<file path="config.mk">
export PLATFORM = sky130hd
export DESIGN_NAME = dbts_top
export DESIGN_NICKNAME = d
export VERILOG_FILES = /design/src/include/dbts_pkg.sv /design/src/rtl/dbts_top.sv
export VERILOG_INCLUDE_DIRS = /design/src /design/src/include
export SDC_FILE = /design/constraint.sdc
export NUM_CORES = 1
export LEC_CHECK = 0
export ABC_AREA = 1
export ABC_CLOCK_PERIOD_IN_PS = 2600
export BUFFER_PORTS_ARGS = -buffer_cell sky130_fd_sc_hd__buf_2
export CAP_MARGIN = 25
export CORE_MARGIN = 2
export CORE_UTILIZATION = 45
export CTS_CLUSTER_DIAMETER = 30
export DETAILED_ROUTE_END_ITERATION = 10
export PLACE_DENSITY = 0.77
export SLEW_MARGIN = 10
export SYNTH_ARGS = -nofsm -noshare
export SYNTH_HDL_FRONTEND = slang
export SYNTH_SLANG_ARGS = --single-unit
export TNS_END_PERCENT = 5
</file>
<file path="constraint.sdc">
create_clock -name clk_sys -period 2.6 [get_ports clk_sys]
set_input_delay 0.26 -clock clk_sys [delete_from_list [all_inputs] [get_ports clk_sys]]
set_output_delay 0.26 -clock clk_sys [all_outputs]
set_load 0.05 [all_outputs]
</file>
<file path="src/include/dbts_cfg.svh">
// Purpose: constants of the dma burst and transfer sizing block
// Assumes: register index equals word address on the plain register port
// Notes:   definitions only
`ifndef DBTS_CFG_SVH
`define DBTS_CFG_SVH
// ==========================================================================
// register offsets
`define DBTS_OFS_BURST_LEN   4'h0
`define DBTS_OFS_BURST_LEFT  4'h1
`define DBTS_OFS_SRC_STEP    4'h2
`define DBTS_OFS_DST_STEP    4'h3
`define DBTS_OFS_XFER_LEN    4'h4
`define DBTS_OFS_XFER_LEFT   4'h5
`define DBTS_OFS_SRC_BSTEP   4'h6
`define DBTS_OFS_DST_BSTEP   4'h7
`define DBTS_OFS_SRC_ADDR    4'h8
`define DBTS_OFS_DST_ADDR    4'h9
// ==========================================================================
// field layout and reset values
`define DBTS_WPB_MSB         4
`define DBTS_WPB_LSB         0
`define DBTS_RST_16          16'h0000
`define DBTS_RST_5           5'h00
`define DBTS_RST_ADDR        32'h0000_0000
`endif

</file>
<file path="src/include/dbts_pkg.sv">
// Purpose: types of the dma burst and transfer sizing block
// Assumes: nothing
// Notes:   constants live in dbts_cfg.svh
package dbts_pkg;
  typedef logic [3:0]  dbts_addr_t;
  typedef logic [15:0] dbts_word_t;
  typedef logic [31:0] dbts_ptr_t;
  typedef enum logic [1:0] {
    DBTS_IDLE  = 2'b00,
    DBTS_BURST = 2'b01,
    DBTS_GAP   = 2'b11
  } dbts_state_e;
endpackage : dbts_pkg

</file>
<file path="src/rtl/dbts_top.sv">
// Purpose: burst/transfer sizing and address stepping of one dma channel
// Assumes: word_adv pulses once per moved word while running
// Notes:   registers on a plain port, read data one cycle later
//
// Overview of operation
// - five-bit words-per-burst field, N+1 words
// - burst count shows words left in burst
// - words left stays readable while halted
// - source pointer adds signed word step
// - destination pointer adds signed word step
// - sixteen-bit bursts-per-transfer, N+1 bursts
// - config writes need protected-write unlock
// - sixteen-bit bursts-left counter readable
// - per-burst signed steps after each burst
`timescale 1ns/10ps
`include "dbts_cfg.svh"
module dbts_top
  import dbts_pkg::*;
(
  // clock, reset, enable
  input  wire logic            clk_sys,
  input  wire logic            rst_n,
  input  wire logic            clk_en,
  // register port
  input  wire dbts_pkg::dbts_addr_t reg_addr,
  input  wire dbts_pkg::dbts_word_t reg_wdata,
  input  wire logic            reg_wr,
  input  wire logic            reg_rd,
  output      dbts_pkg::dbts_word_t reg_rdata,
  // channel control
  input  wire logic            protected_write_unlock,
  input  wire logic            start_xfer,
  input  wire logic            halt,
  input  wire logic            word_adv,
  input  wire dbts_pkg::dbts_ptr_t src_begin,
  input  wire dbts_pkg::dbts_ptr_t dst_begin,
  // status out
  output      dbts_pkg::dbts_ptr_t src_addr,
  output      dbts_pkg::dbts_ptr_t dst_addr,
  output      logic            burst_done,
  output      logic            xfer_done,
  output      logic            busy
);
  import dbts_pkg::*;

  // ==========================================================================
  // registers
  logic [4:0]  words_per_burst_field_reg;
  logic [4:0]  words_left_count_reg;
  dbts_word_t  source_word_step_reg;
  dbts_word_t  dest_word_step_reg;
  dbts_word_t  bursts_per_transfer_reg;
  dbts_word_t  bursts_left_count_reg;
  dbts_word_t  src_per_burst_step_reg;
  dbts_word_t  dst_per_burst_step_reg;
  dbts_ptr_t   src_addr_reg;
  dbts_ptr_t   dst_addr_reg;
  dbts_word_t  rdata_reg;
  logic        burst_done_reg;
  logic        xfer_done_reg;
  logic        busy_reg;
  dbts_state_e state_reg;
  dbts_state_e state_next;

  logic wr_ok;
  logic wr_cnt;
  logic run;
  logic last_word;
  logic last_burst;

  assign wr_ok      = clk_en && reg_wr && protected_write_unlock;
  assign wr_cnt     = clk_en && reg_wr && reg_addr == `DBTS_OFS_BURST_LEFT;
  assign run        = state_reg == DBTS_BURST && !halt;
  assign last_word  = run && word_adv && words_left_count_reg == 5'h01;
  assign last_burst = bursts_left_count_reg == `DBTS_RST_16;

  // ==========================================================================
  // state machine
  always_comb begin
    state_next = state_reg;
    unique case (state_reg)
      DBTS_IDLE:  if (start_xfer) state_next = DBTS_BURST;
      DBTS_BURST: if (last_word) state_next = last_burst ? DBTS_IDLE : DBTS_GAP;
      DBTS_GAP:   if (!halt) state_next = DBTS_BURST;
      default:    state_next = DBTS_IDLE;
    endcase
  end

  always_ff @(posedge clk_sys) begin
    if (!rst_n) state_reg <= DBTS_IDLE;
    else if (clk_en) state_reg <= state_next;
  end

  // ==========================================================================
  // configuration registers
  always_ff @(posedge clk_sys) begin
    if (!rst_n) begin
      words_per_burst_field_reg <= `DBTS_RST_5;
      source_word_step_reg      <= `DBTS_RST_16;
      dest_word_step_reg        <= `DBTS_RST_16;
      bursts_per_transfer_reg   <= `DBTS_RST_16;
      src_per_burst_step_reg    <= `DBTS_RST_16;
      dst_per_burst_step_reg    <= `DBTS_RST_16;
    end else if (wr_ok) begin
      unique case (reg_addr)
        `DBTS_OFS_BURST_LEN: words_per_burst_field_reg <= reg_wdata[`DBTS_WPB_MSB:`DBTS_WPB_LSB];
        `DBTS_OFS_SRC_STEP:  source_word_step_reg      <= reg_wdata;
        `DBTS_OFS_DST_STEP:  dest_word_step_reg        <= reg_wdata;
        `DBTS_OFS_XFER_LEN:  bursts_per_transfer_reg   <= reg_wdata;
        `DBTS_OFS_SRC_BSTEP: src_per_burst_step_reg    <= reg_wdata;
        `DBTS_OFS_DST_BSTEP: dst_per_burst_step_reg    <= reg_wdata;
        default: ;
      endcase
    end
  end

  // ==========================================================================
  // words-left counter, frozen on halt
  always_ff @(posedge clk_sys) begin
    if (!rst_n) words_left_count_reg <= `DBTS_RST_5;
    else if (clk_en) begin
      if (state_reg != DBTS_BURST && state_next == DBTS_BURST)
        words_left_count_reg <= 5'(words_per_burst_field_reg + 5'h01);
      else if (run && word_adv)
        words_left_count_reg <= words_left_count_reg - 5'h01;
      else if (wr_cnt)
        words_left_count_reg <= reg_wdata[`DBTS_WPB_MSB:`DBTS_WPB_LSB];
    end
  end

  // ==========================================================================
  // bursts-left counter
  always_ff @(posedge clk_sys) begin
    if (!rst_n) bursts_left_count_reg <= `DBTS_RST_16;
    else if (clk_en) begin
      if (state_reg == DBTS_IDLE && start_xfer)
        bursts_left_count_reg <= bursts_per_transfer_reg;
      else if (last_word && !last_burst)
        bursts_left_count_reg <= bursts_left_count_reg - 16'h0001;
    end
  end

  // ==========================================================================
  // address pointers
  always_ff @(posedge clk_sys) begin
    if (!rst_n) begin
      src_addr_reg <= `DBTS_RST_ADDR;
      dst_addr_reg <= `DBTS_RST_ADDR;
    end else if (clk_en) begin
      if (state_reg == DBTS_IDLE && start_xfer) begin
        src_addr_reg <= src_begin;
        dst_addr_reg <= dst_begin;
      end else if (last_word) begin
        src_addr_reg <= src_addr_reg + 32'(signed'(src_per_burst_step_reg));
        dst_addr_reg <= dst_addr_reg + 32'(signed'(dst_per_burst_step_reg));
      end else if (run && word_adv) begin
        src_addr_reg <= src_addr_reg + 32'(signed'(source_word_step_reg));
        dst_addr_reg <= dst_addr_reg + 32'(signed'(dest_word_step_reg));
      end
    end
  end

  // ==========================================================================
  // completion pulses
  always_ff @(posedge clk_sys) begin
    if (!rst_n) begin
      burst_done_reg <= 1'b0;
      xfer_done_reg  <= 1'b0;
      busy_reg       <= 1'b0;
    end else if (clk_en) begin
      burst_done_reg <= last_word;
      xfer_done_reg  <= last_word && last_burst;
      busy_reg       <= state_next != DBTS_IDLE;
    end
  end

  // ==========================================================================
  // read port
  always_ff @(posedge clk_sys) begin
    if (!rst_n) rdata_reg <= `DBTS_RST_16;
    else if (clk_en && reg_rd) begin
      unique case (reg_addr)
        `DBTS_OFS_BURST_LEN:  rdata_reg <= {11'h000, words_per_burst_field_reg};
        `DBTS_OFS_BURST_LEFT: rdata_reg <= {11'h000, words_left_count_reg};
        `DBTS_OFS_SRC_STEP:   rdata_reg <= source_word_step_reg;
        `DBTS_OFS_DST_STEP:   rdata_reg <= dest_word_step_reg;
        `DBTS_OFS_XFER_LEN:   rdata_reg <= bursts_per_transfer_reg;
        `DBTS_OFS_XFER_LEFT:  rdata_reg <= bursts_left_count_reg;
        `DBTS_OFS_SRC_BSTEP:  rdata_reg <= src_per_burst_step_reg;
        `DBTS_OFS_DST_BSTEP:  rdata_reg <= dst_per_burst_step_reg;
        `DBTS_OFS_SRC_ADDR:   rdata_reg <= src_addr_reg[15:0];
        `DBTS_OFS_DST_ADDR:   rdata_reg <= dst_addr_reg[15:0];
        default:              rdata_reg <= `DBTS_RST_16;
      endcase
    end
  end

  assign reg_rdata  = rdata_reg;
  assign src_addr   = src_addr_reg;
  assign dst_addr   = dst_addr_reg;
  assign burst_done = burst_done_reg;
  assign xfer_done  = xfer_done_reg;
  assign busy       = busy_reg;

  // ==========================================================================
  // assertions
  property p_wpb_reserved;
    @(posedge clk_sys) disable iff (!rst_n)
      clk_en && reg_rd && reg_addr == `DBTS_OFS_BURST_LEN |=> reg_rdata[15:5] == 11'h000;
  endproperty
  a_wpb_reserved: assert property (p_wpb_reserved) else $error("reserved burst bits not zero");

  property p_count_step;
    @(posedge clk_sys) disable iff (!rst_n)
      clk_en && run && word_adv && !last_word |=> words_left_count_reg == $past(words_left_count_reg) - 5'h01;
  endproperty
  a_count_step: assert property (p_count_step) else $error("words left did not step");

  property p_halt_hold;
    @(posedge clk_sys) disable iff (!rst_n)
      clk_en && halt && state_reg == DBTS_BURST && !wr_cnt |=> $stable(words_left_count_reg);
  endproperty
  a_halt_hold: assert property (p_halt_hold) else $error("count moved while halted");

  property p_src_step;
    @(posedge clk_sys) disable iff (!rst_n)
      clk_en && run && word_adv && !last_word
      |=> src_addr_reg == $past(src_addr_reg) + 32'(signed'($past(source_word_step_reg)));
  endproperty
  a_src_step: assert property (p_src_step) else $error("source step wrong");

  property p_dst_step;
    @(posedge clk_sys) disable iff (!rst_n)
      clk_en && run && word_adv && !last_word
      |=> dst_addr_reg == $past(dst_addr_reg) + 32'(signed'($past(dest_word_step_reg)));
  endproperty
  a_dst_step: assert property (p_dst_step) else $error("destination step wrong");

  property p_xfer_len;
    @(posedge clk_sys) disable iff (!rst_n)
      clk_en && state_reg == DBTS_IDLE && start_xfer |=> bursts_left_count_reg == $past(bursts_per_transfer_reg);
  endproperty
  a_xfer_len: assert property (p_xfer_len) else $error("bursts left not loaded");

  property p_locked;
    @(posedge clk_sys) disable iff (!rst_n)
      clk_en && reg_wr && !protected_write_unlock |=> $stable(words_per_burst_field_reg) && $stable(bursts_per_transfer_reg);
  endproperty
  a_locked: assert property (p_locked) else $error("locked write took effect");

  property p_burst_end;
    @(posedge clk_sys) disable iff (!rst_n)
      clk_en && last_word && !last_burst |=> burst_done && bursts_left_count_reg == $past(bursts_left_count_reg) - 16'h0001;
  endproperty
  a_burst_end: assert property (p_burst_end) else $error("burst end not counted");

  property p_bstep;
    @(posedge clk_sys) disable iff (!rst_n)
      clk_en && last_word |=> src_addr_reg == $past(src_addr_reg) + 32'(signed'($past(src_per_burst_step_reg)));
  endproperty
  a_bstep: assert property (p_bstep) else $error("burst step wrong");

  property p_load;
    @(posedge clk_sys) disable iff (!rst_n)
      clk_en && state_reg == DBTS_IDLE && start_xfer |=> words_left_count_reg == 5'($past(words_per_burst_field_reg) + 5'h01);
  endproperty
  a_load: assert property (p_load) else $error("words left not loaded");

  c_burst: cover property (@(posedge clk_sys) disable iff (!rst_n) burst_done);
  c_xfer:  cover property (@(posedge clk_sys) disable iff (!rst_n) xfer_done);
  c_halt:  cover property (@(posedge clk_sys) disable iff (!rst_n) halt && state_reg == DBTS_BURST);
endmodule : dbts_top

</file>
## Word-level counts from Yosys, hierarchy flattened

Cells that the tools add are included.
W data, S select, Z words.

- Reductions and logical operators: 29
- Add/sub/neg operators: 7
- Multiplexer cells: 17
- Equality and inequality tests: 14

Operator list:

| operator | number |
|---|---|
| $mux W32 | 6 |
| $pmux W16 S10 | 1 |
| $add A32 B32 Y32 | 4 |
| $mux W16 | 2 |
| $reduce_and A2 Y1 | 9 |
| $eq A4 B3 Y1 const B | 4 |
| $logic_not A16 Y1 | 1 |
| $sub A16 B1 Y16 const B | 1 |
| $mux W5 | 3 |
| $logic_and A1 B1 Y1 | 11 |
| $eq A4 B2 Y1 const B | 2 |
| $eq A4 B4 Y1 const B | 2 |
| $mux W2 | 4 |
| $pmux W2 S3 | 1 |
| $reduce_bool A3 Y1 | 2 |
| $add A5 B1 Y5 const B | 1 |
| $eq A5 B1 Y1 const B | 1 |
| $sub A5 B1 Y5 const B | 1 |
| $eq A2 B1 Y1 const B | 2 |
| $eq A4 B1 Y1 const B | 1 |
| $logic_not A4 Y1 | 1 |
| $reduce_bool A2 Y1 | 2 |
| $eq A2 B2 Y1 const B | 1 |
| $logic_not A1 Y1 | 2 |
| 2 further kinds | 2 |

- Bits in registers: 191
- Output and inout bits: 83
- Word-level logic and storage cells: 82

## Longest topological paths before layout

- Depth in word-level cells: 10
- Mapped depth: 23

## Worst setup path after synthesis

No wires, ideal clock.

- Kind: reg2reg
- Start point: reg words_left_count_reg[1]
- End point: reg src_addr_reg[28], in the netlist src_addr[28]
- Data required time: 2,468 ps
- Library setup time: 132 ps
- Cell stages (with the launch flop): 23
- Setup slack: -253 ps
- Clock period less this slack: 2,853 ps
- Buffers on the path: 2
- Arrival time: 2,720 ps
- Cell sequence: dfxtp_1 > inv_1 > ha_1 > nand2_1 > nor2_2 > nand2_4 > buf_6 > clkbuf_1 > nand2_1 > o21ai_0 > ha_1 > inv_1 > fa_1 > inv_1 > nand3_1 > nand3_1 > nand2_1 > nand3_1 > nand2_1 > nand3_1 > nand3_1 > nand2_1 > a21oi_1

- Word-level cells in the longest chain between the ends: 4
- Elaborated cells on any way between the ends: 6
- Classes of those cells: eq/ne: 1; mux: 2; reduce/logical: 3

RTL lines:

| what | RTL line | text |
|---|---|---|
| start, declared | dbts_top.sv:49 | `logic [4:0] words_left_count_reg;` |
| start signal, assigned | dbts_top.sv:120 | `` if (!rst_n) words_left_count_reg <= `DBTS_RST_5; `` |
| start signal, assigned | dbts_top.sv:123 | `words_left_count_reg <= 5'(words_per_burst_field_reg + 5'h01);` |
| start signal, assigned | dbts_top.sv:125 | `words_left_count_reg <= words_left_count_reg - 5'h01;` |
| $eq A5 B1 Y1 * | dbts_top.sv:74 | `assign last_word = run && word_adv && words_left_count_reg == 5'h01;` |
| $logic_and A1 B1 Y1 * | dbts_top.sv:74 |  |
| $reduce_bool A3 Y1 (no source line) / $mux W32 (equally long branches) | n/a |  |
| $reduce_and A2 Y1 (no source line) / $mux W32 (equally long branches) | n/a |  |
| end signal, assigned | dbts_top.sv:147 | `` src_addr_reg <= `DBTS_RST_ADDR; `` |
| end signal, assigned | dbts_top.sv:151 | `src_addr_reg <= src_begin;` |
| end signal, assigned | dbts_top.sv:154 | `src_addr_reg <= src_addr_reg + 32'(signed'(src_per_burst_step_reg));` |
| end, declared | dbts_top.sv:56 | `dbts_ptr_t src_addr_reg;` |

Every way passes the cells marked *; elsewhere a longest branch is shown, timed or not.
A chain may end at the register's enable or synchronous reset.

## Worst setup path after layout

- Start point: reg words_left_count_reg[1]
- End point: reg src_addr_reg[10], in the netlist src_addr[10]

The elaborated chain is that of the path after synthesis.

==> summary.md <==
The run finished, with violations left. The checks that failed: negative setup slack. For this run, asynchronously set or reset flops after synthesis account for 0%.

Counting along the longest clock path gives a buffer depth of 2. Slack of the worst reg-to-reg path: -0.27 ns. sky130_fd_sc_hd__nand2_1 is the most common cell in the netlist.

Setup violations remaining at the end of the flow were counted as 57. The number of buffers created by CTS is 17, and the cell area after synthesis is 0.0141 sq mm. The detail route stage leaves a number of antenna-violating nets equal to 0. The tools report the number of top-level design ports as 176.

The required time of the critical path was 3.00 ns; the initial antenna violation count was 1. The detailed placer's ending HPWL is 39.9 mm. For this run, the share of the core covered by cells in the final layout is 60.2%.

The die is 181 um tall. The root buffer cell chosen for the clock tree is sky130_fd_sc_hd__clkbuf_16. Worst-case reg-to-reg path depth: 20.

For this design the total switching power over the nets is 2.61 mW. For the critical path arrival, the log shows 3.27 ns. In this run, the combinational gates consume 21.4% of the power. The tools report the number of rows in the core area as 64.

The worst-case setup margin in the final layout is -0.271 ns. The synthesized design contains 0 enable-type register cells. STA classifies the critical path endpoint as a flop. Yosys attributes the largest share of cell area to sky130_fd_sc_hd__dfxtp_1 (27%), sky130_fd_sc_hd__nand2_1 (19%), sky130_fd_sc_hd__inv_1 (9.3%), sky130_fd_sc_hd__a21oi_1 (7.5%), sky130_fd_sc_hd__o21ai_0 (6.8%). The path type of the worst setup path was flop to flop. The origin of the critical flop-to-flop path was words_left_count_reg[1]$_SDFFE_PN0P_. The worst setup path is launched from a flop. For the setup TNS, the log shows -10.60 ns. The top cell type by total area after synthesis is sky130_fd_sc_hd__dfxtp_1. Detailed routing inserted a total of 16933 vias. The worst register-to-register path ends at src_addr[10]$_SDFFE_PN0P_. Entering global routing, the biggest net connects 116 pins. Routability-driven placement finished with a final weighted congestion of 0.985. Setup repair after global routing could not meet its margin everywhere. The worst setup skew after layout is 0.0134 ns, and the vias per cell is 5.39. Clock-pin slew was measured on the worst setup and hold paths at 0.08 ns.

In this run, the clock network consumes 36.4% of the power. The layout cell share with drive strength beyond 1 came out at 24.7%. The post-synthesis sequential element count was 191; the layout filler cell count was 2993.

For this design the ratio of total power to cell area is 404 mW/mm^2. Internal power comes to 4.89 mW. Number of max-cap violations: 0.

The share of the Yosys chip area taken by registers is 27.1%. In this run, the number of DRC markers left after iteration 0 of detailed routing was 1703. Synthesis produced 2392 cells.

The run gives 53.6 mm as the detailed-route wire length. For this configuration, the core starts out at a cell density of 46.0%. The worst hold path belongs to the class primary input to flop. For the number of detailed-route iterations in the first pass, the log shows 6. The logs give 7.49 mW for the total power and 9.23 nW for the static power due to leakage. The H-tree generated during clock tree synthesis spans 4 levels.

Including well taps, the total number of placed cells is 3095. Across every metal layer, demand over resource in global routing totals 31.6%. TritonCTS built the clock tree. For the pre-CTS setup slack, the log shows -0.550 ns. Termination of the worst setup path: src_addr[10]$_SDFFE_PN0P_. After synthesis, the most frequently instantiated cells are sky130_fd_sc_hd__nand2_1 (712), sky130_fd_sc_hd__inv_1 (351), sky130_fd_sc_hd__nor2_1 (239).

The count of buffers added on input and output ports is 175. Global routing finished with a remaining overflow of 0. Yosys mapped the design onto 45 distinct sky130hd cell types. The startpoint of the worst setup timing path is words_left_count_reg[1]$_SDFFE_PN0P_.

The area of the die is 0.0328 sq mm. Area growth from synthesis to layout: 31.1%. Peak fanout along the critical path: 8.

The tools report the share of power burned in registers as 42.2%. For the number of global-route vias before repair, the log shows 15704. The time the worst path needs with I/O delays and setup is 2.87 ns. The first global-routing pass estimated 82.5 mm of wire. The final critical path takes up 110% of the cycle. The number of failing hold endpoints at the final stage was 0; the core box area was 0.0307 sq mm.

Dividing the synthesized area by the synthesized cell count gives 5.91 sq um. In this run the biggest area consumer among cell types represents 27.1% of the synthesized area. The fraction of power spent switching nets works out to 34.8%. Prevailing post-synth register cell: sky130_fd_sc_hd__dfxtp_1.

The tools report the warning count from the yosys run as 0. The detail-routed net length per standard cell was 17.0 um; the clock latency on the worst-skew pair was 0.47 ns. The run gives 448 uV as the largest voltage drop on the vdd net.

The residual DRC count is 0, and the final number of max-transition violations is 0. The count of cells in the finished layout, fillers not included, comes to 3144. The worst pin sits at a relative slew slack of 34.8%. The net count of the finished layout is 2895. Derived from the worst setup path, the maximum achievable clock frequency is 348 MHz. For this design, the sink count on the clock tree is 191. The floorplan die width works out to 181 um. The net count after synthesis was 2553; the actual slew at the worst max-slew pin was 0.978 ns.
-- critical path, cell delays in order, from the launching register on --
cell and delay, ns:
sky130_fd_sc_hd__dfxtp_2 0.33, sky130_fd_sc_hd__inv_2 0.06, sky130_fd_sc_hd__ha_4 0.12, sky130_fd_sc_hd__nand2_2 0.06, sky130_fd_sc_hd__nor2_4 0.15, sky130_fd_sc_hd__nand2_8 0.12
sky130_fd_sc_hd__buf_6 0.16, sky130_fd_sc_hd__buf_6 0.13, sky130_fd_sc_hd__o21ai_2 0.11, sky130_fd_sc_hd__ha_2 0.19, sky130_fd_sc_hd__inv_2 0.04, sky130_fd_sc_hd__fa_2 0.36
sky130_fd_sc_hd__inv_4 0.09, sky130_fd_sc_hd__nand2_1 0.05, sky130_fd_sc_hd__nand3b_1 0.16, sky130_fd_sc_hd__nand2_1 0.09, sky130_fd_sc_hd__nand2_2 0.08, sky130_fd_sc_hd__buf_4 0.10
sky130_fd_sc_hd__xor2_1 0.16, sky130_fd_sc_hd__nand2_1 0.10, sky130_fd_sc_hd__a21oi_2 0.15
-- power by group through the flow --
stage	sequential (mW)	clock, mW	combinational (mW)
2_1_floorplan	3.40	0	0.739
5_1_grt	3.17	2.87	1.73
3_3_place_gp	3.21	0	1.48
3_5_place_dp	3.21	0	1.50
4_1_cts	3.15	2.73	1.54
6_report	3.16	2.73	1.60
-- worst min path at each step --
stage / start / end / slack (ns) / cells after the start
4_1_cts: dst_begin[0] / dst_addr[0]$_SDFFE_PN0P_ / 0.07 / 3
2_1_floorplan: reg_wdata[0] / dest_word_step_reg[0]$_SDFFE_PN0P_ / 0.39 / 2
6_report: src_begin[2] / src_addr[2]$_SDFFE_PN0P_ / 0.08 / 3
3_5_place_dp: busy$_SDFFE_PN0P_ / busy$_SDFFE_PN0P_ / 0.46 / 2
3_3_place_gp: bursts_left_count_reg[15]$_SDFFE_PN0P_ / bursts_left_count_reg[15]$_SDFFE_PN0P_ / 0.45 / 2
5_1_grt: src_begin[2] / src_addr[2]$_SDFFE_PN0P_ / 0.07 / 3
-- per-layer routing --
metal	up-vias	global-route usage, %	routed length, um
met5	-	0	11
met4	2	13.9	2160
met3	130	4.52	3990
met2	736	51.6	24300
met1	7718	41.4	23100
li1	8347	-	-
-- through the flow --
step                hold WS, ns  instance area [sq um]
finish                   0.0771                  18500
detailed placement        0.456                  16800
floorplan                 0.395                  14200
global route             0.0747                  18500
global placement          0.451                  16800
CTS                      0.0665                  18000
-- cells by family after synthesis --
kind of cell | Yosys count | share of synthesized area, %
compound gates | 490 | 18.9
xor+xnor | 29 | 1.80
fa+ha+maj | 68 | 6.13
buf+inv | 451 | 12.5
flops | 191 | 27.1
simple gates | 1163 | 33.6
-- area by class of cell --
cell class,count,area [sq um],area share [%]
inverter,367,1400,7.53
timing repair buffer,406,2680,14.5
multi-input combinational,1751,9540,51.5
tap,396,495,2.67
sequential,191,3830,20.7
clock inverter,13,139,0.750
clock buffer,19,443,2.39
antenna,1,2.50,0.0135
-- cells in the final DEF (no fill, tap or decap), drive strengths merged --
cell / n
o2111ai: 8
nand4: 20
a31oi: 12
o22ai: 22
clkbuf: 19
nand2: 723
a211oi: 6
nor2: 249
nor3: 18
xor2: 25
o211ai: 12
buf: 406
xnor2: 4
and2: 10
diode: 1
o21ai: 198
clkinvlp: 2
a21o: 2
or2: 2
nand3: 139
a21oi: 214
o31ai: 6
a22o: 2
a221oi: 6
ha: 66
dfxtp: 191
nand3b: 3
fa: 2
o21bai: 2
clkinv: 4
inv: 374
-- what timing repair did --
action                                  CTS  global route
cloned                                    2             0
hold buffers                              0             0
setup buffers                             7             7
pin swaps                                26            49
gates resized for setup                 106           135
endpoints found under the setup margin   59            62
(Power assumes the default switching activity.)
